## config.mk

```make
export PLATFORM = sky130hd
export DESIGN_NAME = sea_top
export DESIGN_NICKNAME = d
export VERILOG_FILES = /design/src/core/sea_pkg.sv /design/src/core/sea_sync.sv /design/src/core/sea_group.sv /design/src/core/sea_top.sv
export VERILOG_INCLUDE_DIRS = /design/src /design/src/core
export SDC_FILE = /design/constraint.sdc
export NUM_CORES = 1
export LEC_CHECK = 0
export BUFFER_PORTS_ARGS = -buffer_cell sky130_fd_sc_hd__buf_2
export CORE_MARGIN = 2
export CORE_UTILIZATION = 35
export DETAILED_ROUTE_END_ITERATION = 10
export GPL_TIMING_DRIVEN = 0
export HOLD_SLACK_MARGIN = 0.02
export PLACE_DENSITY = 0.52
export SLEW_MARGIN = 5
export SYNTH_ARGS = -nofsm -noshare
export SYNTH_HDL_FRONTEND = slang
export SYNTH_SLANG_ARGS = --single-unit
```

## constraint.sdc

```tcl
create_clock -name ref_clk_i -period 3.1 [get_ports ref_clk_i]
set_input_delay 0.31 -clock ref_clk_i [delete_from_list [all_inputs] [get_ports ref_clk_i]]
set_output_delay 0.31 -clock ref_clk_i [all_outputs]
set_load 0.02 [all_outputs]
```

## src/core/sea_regs.svh

```systemverilog
// register selects, field layouts and preset values of the status block
`ifndef SEA_REGS_SVH
`define SEA_REGS_SVH

// register select codes on the command port
`define SEA_SEL_ACT_COND   4'h0
`define SEA_SEL_ACT_EVENT  4'h1
`define SEA_SEL_ACT_ENABLE 4'h2
`define SEA_SEL_ACT_DOWN   4'h3
`define SEA_SEL_ACT_UP     4'h4
`define SEA_SEL_FLT_COND   4'h8
`define SEA_SEL_FLT_EVENT  4'h9
`define SEA_SEL_FLT_ENABLE 4'ha
`define SEA_SEL_FLT_DOWN   4'hb
`define SEA_SEL_FLT_UP     4'hc

// activity group bit positions
`define SEA_ACT_CAL_BIT    0
`define SEA_ACT_WAIT_BIT   5
`define SEA_ACT_VREG_BIT   8
`define SEA_ACT_IREG_BIT   10
`define SEA_ACT_USED       16'h0521

// fault group bit positions
`define SEA_FLT_OV_BIT     0
`define SEA_FLT_OC_BIT     1
`define SEA_FLT_HEAT_BIT   4
`define SEA_FLT_INH_BIT    9
`define SEA_FLT_UNREG_BIT  10
`define SEA_FLT_USED       16'h0613

// preset and stored-value limits
`define SEA_ACT_UP_PRESET  16'h0521
`define SEA_FLT_UP_PRESET  16'h0613
`define SEA_WRITE_MASK     16'h7fff
`define SEA_CLEAR_VALUE    16'h0000

// status byte summary positions
`define SEA_SB_ACT_BIT     7
`define SEA_SB_FLT_BIT     3

`endif

```

## src/core/sea_pkg.sv

```systemverilog
// types shared by the status event aggregator
package sea_pkg;

    typedef enum logic [1:0] {
        SEA_OP_READ   = 2'b00,
        SEA_OP_WRITE  = 2'b01,
        SEA_OP_PRESET = 2'b10,
        SEA_OP_NONE   = 2'b11
    } sea_op_e;

    typedef logic [15:0] sea_word_t;

    // new events from filtered level terms against their previous values
    function automatic sea_word_t sea_edge_hits(
        input sea_word_t up_term,
        input sea_word_t up_term_prev,
        input sea_word_t down_term,
        input sea_word_t down_term_prev,
        input sea_word_t used
    );
        sea_edge_hits = ((up_term & ~up_term_prev)
                       | (down_term & ~down_term_prev)) & used;
    endfunction : sea_edge_hits

endpackage : sea_pkg

```

## src/core/sea_sync.sv

```systemverilog
// two-flop synchroniser for the live status pins
`timescale 1ns/100ps
module sea_sync #(
    parameter int W = 9
) (
    // clock and reset
    input  wire logic         ref_clk_i,
    input  wire logic         rst_b_i,
    // pins and synchronised levels
    input  wire logic [W-1:0] async_i,
    output logic      [W-1:0] sync_o
);
    logic [W-1:0] stage1;
    logic [W-1:0] next_stage1;
    logic [W-1:0] next_sync;

    always_comb begin
        next_stage1 = async_i;
        next_sync   = stage1;
    end

    always_ff @(posedge ref_clk_i) begin
        if (!rst_b_i) begin
            stage1 <= '0;
            sync_o <= '0;
        end else begin
            stage1 <= next_stage1;
            sync_o <= next_sync;
        end
    end
endmodule : sea_sync

```

## src/core/sea_group.sv

```systemverilog
// one status group: condition, filters, latched events, enable, summary
`timescale 1ns/100ps
`include "sea_regs.svh"
module sea_group import sea_pkg::*; #(
    parameter sea_word_t USED      = 16'h0000,
    parameter sea_word_t UP_PRESET = 16'h0000
) (
    // clock and reset
    input  wire logic      ref_clk_i,
    input  wire logic      rst_b_i,
    // live status
    input  wire sea_word_t cond_i,
    // register access
    input  wire sea_word_t wdata_i,
    input  wire logic      wr_enable_i,
    input  wire logic      wr_up_i,
    input  wire logic      wr_down_i,
    input  wire logic      preset_i,
    input  wire logic      event_rd_i,
    // register views
    output sea_word_t      cond_o,
    output sea_word_t      event_o,
    output sea_word_t      enable_o,
    output sea_word_t      up_o,
    output sea_word_t      down_o,
    output logic           summary_o
);
    sea_word_t up_term_q;
    sea_word_t down_term_q;
    sea_word_t next_up_term;
    sea_word_t next_down_term;
    sea_word_t hits;
    sea_word_t next_event;
    sea_word_t next_enable;
    sea_word_t next_up;
    sea_word_t next_down;
    logic      next_summary;

    assign cond_o = cond_i & USED;

    always_comb begin
        // filters take part in the terms, so rewriting one can raise events
        next_up_term   = cond_o & up_o;
        next_down_term = ~cond_o & down_o;
        hits = sea_edge_hits(next_up_term, up_term_q, next_down_term,
                             down_term_q, USED);
        // a hit in the read cycle survives the clear
        next_event = (event_rd_i ? `SEA_CLEAR_VALUE : event_o) | hits;
        next_enable = enable_o;
        next_up     = up_o;
        next_down   = down_o;
        if (preset_i) begin
            next_enable = `SEA_CLEAR_VALUE;
            next_up     = UP_PRESET;
            next_down   = `SEA_CLEAR_VALUE;
        end else begin
            if (wr_enable_i) begin
                next_enable = wdata_i & `SEA_WRITE_MASK;
            end
            if (wr_up_i) begin
                next_up = wdata_i & `SEA_WRITE_MASK;
            end
            if (wr_down_i) begin
                next_down = wdata_i & `SEA_WRITE_MASK;
            end
        end
        next_summary = |(next_event & next_enable & USED);
    end

    always_ff @(posedge ref_clk_i) begin
        if (!rst_b_i) begin
            up_term_q   <= '0;
            down_term_q <= '0;
            event_o     <= '0;
            enable_o    <= '0;
            up_o        <= '0;
            down_o      <= '0;
            summary_o   <= 1'b0;
        end else begin
            up_term_q   <= next_up_term;
            down_term_q <= next_down_term;
            event_o     <= next_event;
            enable_o    <= next_enable;
            up_o        <= next_up;
            down_o      <= next_down;
            summary_o   <= next_summary;
        end
    end
endmodule : sea_group

```

## src/core/sea_top.sv

```systemverilog
// status event aggregator: activity and fault groups behind a command port
`timescale 1ns/100ps
`include "sea_regs.svh"
module sea_top import sea_pkg::*; (
    // clock and reset
    input  wire logic       ref_clk_i,
    input  wire logic       rst_b_i,
    // activity status pins
    input  wire logic       calibrating_i,
    input  wire logic       awaiting_launch_i,
    input  wire logic       voltage_regulating_i,
    input  wire logic       current_regulating_i,
    // fault status pins
    input  wire logic       excess_voltage_fault_i,
    input  wire logic       excess_current_fault_i,
    input  wire logic       heat_fault_i,
    input  wire logic       remote_inhibit_i,
    input  wire logic       regulation_lost_i,
    // command port
    input  wire logic       cmd_valid_i,
    input  wire logic [1:0] cmd_op_i,
    input  wire logic [3:0] cmd_sel_i,
    input  wire sea_word_t  cmd_wdata_i,
    // query answer
    output logic            rsp_valid_o,
    output sea_word_t       rsp_data_o,
    // status byte summaries
    output logic            activity_summary_o,
    output logic            fault_summary_o,
    output logic [7:0]      status_summary_o
);
    logic [8:0] pins_sync;
    sea_word_t  act_cond_raw;
    sea_word_t  flt_cond_raw;
    sea_word_t  act_cond;
    sea_word_t  act_event;
    sea_word_t  act_enable;
    sea_word_t  act_up;
    sea_word_t  act_down;
    sea_word_t  flt_cond;
    sea_word_t  flt_event;
    sea_word_t  flt_enable;
    sea_word_t  flt_up;
    sea_word_t  flt_down;
    sea_op_e    op;
    logic       is_read;
    logic       is_write;
    logic       is_preset;
    logic       next_rsp_valid;
    sea_word_t  next_rsp_data;

    // command decode, used for both reads and writes
    function automatic logic sel_is(input logic [3:0] sel,
                                    input logic [3:0] code);
        sel_is = (sel == code);
    endfunction : sel_is

    // pins are asynchronous to the register clock
    sea_sync #(
        .W (9)
    ) u_sync (
        .ref_clk_i (ref_clk_i),
        .rst_b_i   (rst_b_i),
        .async_i   ({regulation_lost_i, remote_inhibit_i, heat_fault_i,
                     excess_current_fault_i, excess_voltage_fault_i,
                     current_regulating_i, voltage_regulating_i,
                     awaiting_launch_i, calibrating_i}),
        .sync_o    (pins_sync)
    );

    always_comb begin
        act_cond_raw = '0;
        act_cond_raw[`SEA_ACT_CAL_BIT]  = pins_sync[0];
        act_cond_raw[`SEA_ACT_WAIT_BIT] = pins_sync[1];
        act_cond_raw[`SEA_ACT_VREG_BIT] = pins_sync[2];
        act_cond_raw[`SEA_ACT_IREG_BIT] = pins_sync[3];
        flt_cond_raw = '0;
        flt_cond_raw[`SEA_FLT_OV_BIT]    = pins_sync[4];
        flt_cond_raw[`SEA_FLT_OC_BIT]    = pins_sync[5];
        flt_cond_raw[`SEA_FLT_HEAT_BIT]  = pins_sync[6];
        flt_cond_raw[`SEA_FLT_INH_BIT]   = pins_sync[7];
        flt_cond_raw[`SEA_FLT_UNREG_BIT] = pins_sync[8];
    end

    assign op        = sea_op_e'(cmd_op_i);
    assign is_read   = cmd_valid_i && (op == SEA_OP_READ);
    assign is_write  = cmd_valid_i && (op == SEA_OP_WRITE);
    assign is_preset = cmd_valid_i && (op == SEA_OP_PRESET);

    sea_group #(
        .USED      (`SEA_ACT_USED),
        .UP_PRESET (`SEA_ACT_UP_PRESET)
    ) u_activity (
        .ref_clk_i   (ref_clk_i),
        .rst_b_i     (rst_b_i),
        .cond_i      (act_cond_raw),
        .wdata_i     (cmd_wdata_i),
        .wr_enable_i (is_write && sel_is(cmd_sel_i, `SEA_SEL_ACT_ENABLE)),
        .wr_up_i     (is_write && sel_is(cmd_sel_i, `SEA_SEL_ACT_UP)),
        .wr_down_i   (is_write && sel_is(cmd_sel_i, `SEA_SEL_ACT_DOWN)),
        .preset_i    (is_preset),
        .event_rd_i  (is_read && sel_is(cmd_sel_i, `SEA_SEL_ACT_EVENT)),
        .cond_o      (act_cond),
        .event_o     (act_event),
        .enable_o    (act_enable),
        .up_o        (act_up),
        .down_o      (act_down),
        .summary_o   (activity_summary_o)
    );

    sea_group #(
        .USED      (`SEA_FLT_USED),
        .UP_PRESET (`SEA_FLT_UP_PRESET)
    ) u_fault (
        .ref_clk_i   (ref_clk_i),
        .rst_b_i     (rst_b_i),
        .cond_i      (flt_cond_raw),
        .wdata_i     (cmd_wdata_i),
        .wr_enable_i (is_write && sel_is(cmd_sel_i, `SEA_SEL_FLT_ENABLE)),
        .wr_up_i     (is_write && sel_is(cmd_sel_i, `SEA_SEL_FLT_UP)),
        .wr_down_i   (is_write && sel_is(cmd_sel_i, `SEA_SEL_FLT_DOWN)),
        .preset_i    (is_preset),
        .event_rd_i  (is_read && sel_is(cmd_sel_i, `SEA_SEL_FLT_EVENT)),
        .cond_o      (flt_cond),
        .event_o     (flt_event),
        .enable_o    (flt_enable),
        .up_o        (flt_up),
        .down_o      (flt_down),
        .summary_o   (fault_summary_o)
    );

    always_comb begin
        status_summary_o = 8'h00;
        status_summary_o[`SEA_SB_ACT_BIT] = activity_summary_o;
        status_summary_o[`SEA_SB_FLT_BIT] = fault_summary_o;
    end

    // answer carries the pre-clear event value
    always_comb begin
        next_rsp_valid = is_read;
        next_rsp_data  = '0;
        if (is_read) begin
            case (cmd_sel_i)
                `SEA_SEL_ACT_COND:   next_rsp_data = act_cond;
                `SEA_SEL_ACT_EVENT:  next_rsp_data = act_event;
                `SEA_SEL_ACT_ENABLE: next_rsp_data = act_enable;
                `SEA_SEL_ACT_DOWN:   next_rsp_data = act_down;
                `SEA_SEL_ACT_UP:     next_rsp_data = act_up;
                `SEA_SEL_FLT_COND:   next_rsp_data = flt_cond;
                `SEA_SEL_FLT_EVENT:  next_rsp_data = flt_event;
                `SEA_SEL_FLT_ENABLE: next_rsp_data = flt_enable;
                `SEA_SEL_FLT_DOWN:   next_rsp_data = flt_down;
                `SEA_SEL_FLT_UP:     next_rsp_data = flt_up;
                default:             next_rsp_data = '0;
            endcase
        end
    end

    always_ff @(posedge ref_clk_i) begin
        if (!rst_b_i) begin
            rsp_valid_o <= 1'b0;
            rsp_data_o  <= '0;
        end else begin
            rsp_valid_o <= next_rsp_valid;
            rsp_data_o  <= next_rsp_data;
        end
    end
endmodule : sea_top

```

==> report_table.html <==
<table>
<tr><th>Metric</th><th>Value</th></tr>
<tr><th colspan="2">Timing</th></tr>
<tr><td>Final setup violating endpoints</td><td>0</td></tr>
<tr><td>Setup repair after global routing missed its margin</td><td>no</td></tr>
<tr><td>Setup Total Neg Slack</td><td>0 ns</td></tr>
<tr><td>Skew final</td><td>0.00848 ns</td></tr>
<tr><td>Smallest setup slack after layout</td><td>0.876 ns</td></tr>
<tr><td>Final number of max-transition violations</td><td>0</td></tr>
<tr><td>Period minus WS final</td><td>2.22 ns</td></tr>
<tr><td>Fmax achieved</td><td>450 MHz</td></tr>
<tr><td>Fraction of the cycle the final worst path needs</td><td>0.717</td></tr>
<tr><td>Final Hold Fails</td><td>0</td></tr>
<tr><td>Transition time at the pin with the least slew margin</td><td>1.12 ns</td></tr>
<tr><td>Hold slack</td><td>0.0753 ns</td></tr>
<tr><td>Worst slew margin relative to its limit</td><td>0.244</td></tr>
<tr><th colspan="2">Drt</th></tr>
<tr><td>Number of vias per cell</td><td>5.43</td></tr>
<tr><td>Total Routed Length</td><td>20.9 mm</td></tr>
<tr><td>Routed vias</td><td>5535</td></tr>
<tr><td>Total iterations of the first detailed-routing run</td><td>7</td></tr>
<tr><td>Wire per inst</td><td>20.5 um</td></tr>
<tr><td>Number of remaining DRC errors</td><td>0</td></tr>
<tr><td>Antenna violation net count after detailed routing</td><td>0</td></tr>
<tr><td>Drt initial violations</td><td>542</td></tr>
<tr><th colspan="2">Flow run</th></tr>
<tr><td>Max Cap Viol</td><td>0</td></tr>
<tr><th colspan="2">Layout</th></tr>
<tr><td>Ant. Diodes</td><td>0</td></tr>
<tr><td>Filler cell count</td><td>1703</td></tr>
<tr><td>Proportion of layout cells with a drive suffix above 1</td><td>0.141</td></tr>
<tr><td>Area growth from synthesis to layout</td><td>18.5%</td></tr>
<tr><td>Number of nets in the layout</td><td>816</td></tr>
<tr><th colspan="2">CTS</th></tr>
<tr><td>Root Buffer</td><td>sky130_fd_sc_hd__clkbuf_16</td></tr>
<tr><td>TritonCTS clock tree</td><td>yes</td></tr>
<tr><td>Hold_buf cts</td><td>0</td></tr>
<tr><td>Maximum buffer depth of the clock tree</td><td>2</td></tr>
<tr><td>Number of clock sinks seen by CTS</td><td>166</td></tr>
<tr><td>Buffers inserted during post-CTS setup optimization</td><td>0</td></tr>
<tr><td>Clock Pin Slew Worst Setup and Hold Paths</td><td>0.07 ns</td></tr>
<tr><td>Total of cells resized after clock tree synthesis</td><td>0</td></tr>
<tr><td># H-tree levels</td><td>4</td></tr>
<tr><td>Clock network latency to the later pin of the worst-skew pair</td><td>0.44 ns</td></tr>
<tr><td>CTS Buf Count</td><td>17</td></tr>
<tr><th colspan="2">Floorplan</th></tr>
<tr><td>Initial standard-cell utilization of the core</td><td>0.359</td></tr>
<tr><td>Core Area</td><td>17300 um^2</td></tr>
<tr><td>Die outline area</td><td>18800 um^2</td></tr>
<tr><td>Number of placement rows</td><td>48</td></tr>
<tr><td>Horizontal die dimension</td><td>137 um</td></tr>
<tr><td>Num ports</td><td>61</td></tr>
<tr><td>Chip height</td><td>137 um</td></tr>
<tr><th colspan="2">Yosys</th></tr>
<tr><td>Distinct cells, synth</td><td>42</td></tr>
<tr><td>Share of the yosys chip area belonging to registers</td><td>0.535</td></tr>
<tr><td>Synthesized netlist cell count</td><td>709</td></tr>
<tr><td>Post-synthesis instance area</td><td>6210 um^2</td></tr>
<tr><td>Total of flip-flops plus latches after synthesis</td><td>166</td></tr>
<tr><td>Warnings from Yosys</td><td>0</td></tr>
<tr><td>Mean Syn Cell Area</td><td>8.75 um^2</td></tr>
<tr><th colspan="2">Power and ir drop</th></tr>
<tr><td>Maximum resistive drop on vdd</td><td>430 uV</td></tr>
<tr><td>Leakage</td><td>2.69 nW</td></tr>
<tr><td>P per Cell Area</td><td>621 nW/um^2</td></tr>
<tr><th colspan="2">Critical path</th></tr>
<tr><td>Maximum net fanout on the critical path</td><td>10</td></tr>
<tr><td>Endpoint class of the critical path</td><td>flip-flop</td></tr>
<tr><td>Start-to-end type of the worst setup path</td><td>primary input to flip-flop</td></tr>
<tr><td>Nature of the critical path startpoint</td><td>primary input</td></tr>
<tr><td>Data arrival time of the worst path</td><td>2.54 ns</td></tr>
<tr><td>Required time of the critical path</td><td>3.42 ns</td></tr>
<tr><th colspan="2">Placed design</th></tr>
<tr><td>Port bufs</td><td>48</td></tr>
<tr><td>Pre-CTS setup slack</td><td>0.544 ns</td></tr>
<tr><td>Dpl hpwl</td><td>14.1 mm</td></tr>
<tr><td>GP Congestion</td><td>0.833</td></tr>
<tr><th colspan="2">Hold path</th></tr>
<tr><td>Worst hold path type</td><td>primary input to flip-flop</td></tr>
<tr><th colspan="2">Global routing</th></tr>
<tr><td>Vias in the first global route</td><td>5409</td></tr>
<tr><td>Grt peak-use layer</td><td>met2</td></tr>
<tr><td>Met1 Use GR</td><td>0.307</td></tr>
<tr><td>Total track usage</td><td>0.236</td></tr>
<tr><td>Pin count of the biggest net entering global routing</td><td>17</td></tr>
<tr><td>Final global-route overflow total</td><td>0</td></tr>
<tr><td>Met3 routing resource usage after global routing</td><td>0.0670</td></tr>
<tr><td>Met2 layer usage reported by global route</td><td>0.376</td></tr>
<tr><td>Initial antenna violation count</td><td>0</td></tr>
<tr><td>Wire length of the first global-routing pass</td><td>32.1 mm</td></tr>
<tr><th colspan="2">Status</th></tr>
<tr><td>Result of the run</td><td>finished, final reports clean</td></tr>
</table>
==> synthesized netlist by cell type (all sizes together) <==
master	n	area (um^2)
a211oi	2	15.0
a21o	2	15.0
a21oi	84	420
a221oi	12	105
a222oi	9	90.1
a22o	13	114
a22oi	21	158
a31oi	15	93.8
a41oi	3	26.3
and2	28	175
and3	14	87.6
and3b	1	8.76
and4bb	2	25.0
buf	33	203
clkbuf	26	97.6
conb	1	3.75
dfxtp	166	3320
inv	9	33.8
mux2i	4	40.0
nand2	176	661
nand2b	4	25.0
nand3	2	10.0
nor2	32	123
nor2b	2	12.5
nor3	26	135
nor3b	1	7.51
nor4	1	6.26
nor4b	3	56.3
nor4bb	1	10.0
o21ai	1	5.00
o22a	2	17.5
o22ai	4	25.0
o32ai	7	61.3
o41a	1	11.3
or2	1	6.26
==> cell usage in the layout (no fill, tap or decap), types with 2 or more instances in the layout <==
cell and instances:
sky130_fd_sc_hd__inv_6 3, sky130_fd_sc_hd__inv_1 9, sky130_fd_sc_hd__dfxtp_1 166, sky130_fd_sc_hd__buf_1 4, sky130_fd_sc_hd__and4bb_1 2, sky130_fd_sc_hd__nand3_1 2, sky130_fd_sc_hd__nor2b_1 2, sky130_fd_sc_hd__bufinv_16 3
sky130_fd_sc_hd__a22o_1 13, sky130_fd_sc_hd__clkbuf_1 28, sky130_fd_sc_hd__o22ai_1 4, sky130_fd_sc_hd__buf_6 2, sky130_fd_sc_hd__nand2_1 176, sky130_fd_sc_hd__buf_4 12, sky130_fd_sc_hd__nor2_1 31, sky130_fd_sc_hd__conb_1 7
sky130_fd_sc_hd__nand2b_1 4, sky130_fd_sc_hd__nor3_1 25, sky130_fd_sc_hd__clkinvlp_4 4, sky130_fd_sc_hd__a21o_1 2, sky130_fd_sc_hd__a221oi_1 12, sky130_fd_sc_hd__o32ai_1 7, sky130_fd_sc_hd__a211oi_1 2, sky130_fd_sc_hd__a41oi_1 3
sky130_fd_sc_hd__a222oi_1 9, sky130_fd_sc_hd__buf_2 63, sky130_fd_sc_hd__o22a_1 2, sky130_fd_sc_hd__a31oi_1 15, sky130_fd_sc_hd__a22oi_1 21, sky130_fd_sc_hd__mux2i_1 4, sky130_fd_sc_hd__and2_1 26, sky130_fd_sc_hd__and2_0 2
sky130_fd_sc_hd__and3_1 14, sky130_fd_sc_hd__clkbuf_16 17, sky130_fd_sc_hd__a21oi_1 84, sky130_fd_sc_hd__nor4b_4 2
==> logic make-up after synthesis <==
| family | synth area share |
|---|---|
| flip-flops | 0.535 |
| other | 0.000604 |
| buffers and inverters | 0.0538 |
| AND/OR/NAND/NOR | 0.217 |
| AO/OA/AOI/OAI | 0.186 |
| multiplexers | 0.00645 |
==> area by class of cell <==
class / instances / area, um^2 / share of cell area
repair buffers: 48 / 240 / 0.0327
well taps: 225 / 282 / 0.0383
clock buffers: 19 / 433 / 0.0589
multi-input cells: 481 / 2570 / 0.350
plain buffers: 59 / 300 / 0.0408
flip-flops and latches: 166 / 3320 / 0.452
clock inverters: 13 / 171 / 0.0233
inverters: 9 / 33.8 / 0.00459
==> registers in the layout, indices dropped and copies added (netlist names) <==
name / cells
rsp_data_o: 15
rsp_valid_o: 1
u_activity.down_o: 15
u_activity.down_term_q: 4
u_activity.enable_o: 15
u_activity.event_o: 11
u_activity.summary_o: 1
u_activity.up_o: 15
u_activity.up_term_q: 4
u_fault.down_o: 15
u_fault.down_term_q: 5
u_fault.enable_o: 15
u_fault.event_o: 11
u_fault.summary_o: 1
u_fault.up_o: 15
u_fault.up_term_q: 5
u_sync.next_sync: 9
u_sync.sync_o: 9
==> per-stage QoR <==
step | instances | util | instance area, um^2 | power, mW
3_3_place_gp | 988 | 0.390 | 6750 | 2.43
5_1_grt | 1020 | 0.425 | 7360 | 4.71
3_5_place_dp | 988 | 0.390 | 6750 | 2.43
4_1_cts | 1020 | 0.425 | 7360 | 4.58
6_report | 1020 | 0.425 | 7360 | 4.57
2_1_floorplan | 715 | - | 6230 | 2.33
==> per-layer routing <==
layer	wire [um]	up-vias
met2	9620	218
met3	1670	38
met4	448	0
met1	9170	2677
met5	0	-
li1	-	2602
==> worst paths after layout <==
kind                                            from                   to  slack [ns]  cells after the start
worst max-delay path                    cmd_sel_i[1]        rsp_data_o[9]        0.88                      5
worst min-delay path                    heat_fault_i  u_sync.next_sync[6]        0.08                      2
worst max register to register  u_fault.enable_o[10]    u_fault.summary_o        1.63                      5
worst min register to register   u_sync.next_sync[7]     u_sync.sync_o[7]        0.43                      1
==> worst max-delay path, cell delays in order <==
cell,delay [ns]
sky130_fd_sc_hd__buf_4,0.15
sky130_fd_sc_hd__nor4b_4,0.84
sky130_fd_sc_hd__clkbuf_1,0.70
sky130_fd_sc_hd__a22oi_1,0.21
sky130_fd_sc_hd__a31oi_1,0.31
==> power by group <==
part | switching [mW] | leakage, nW | internal, mW
clock network | 0.903 | 0.283 | 1.28
logic | 0.152 | 1.06 | 0.0595
registers | 0.0171 | 1.34 | 2.16
total | 1.07 | 2.69 | 3.50
Note: power is estimated with default switching activity, not from simulation.
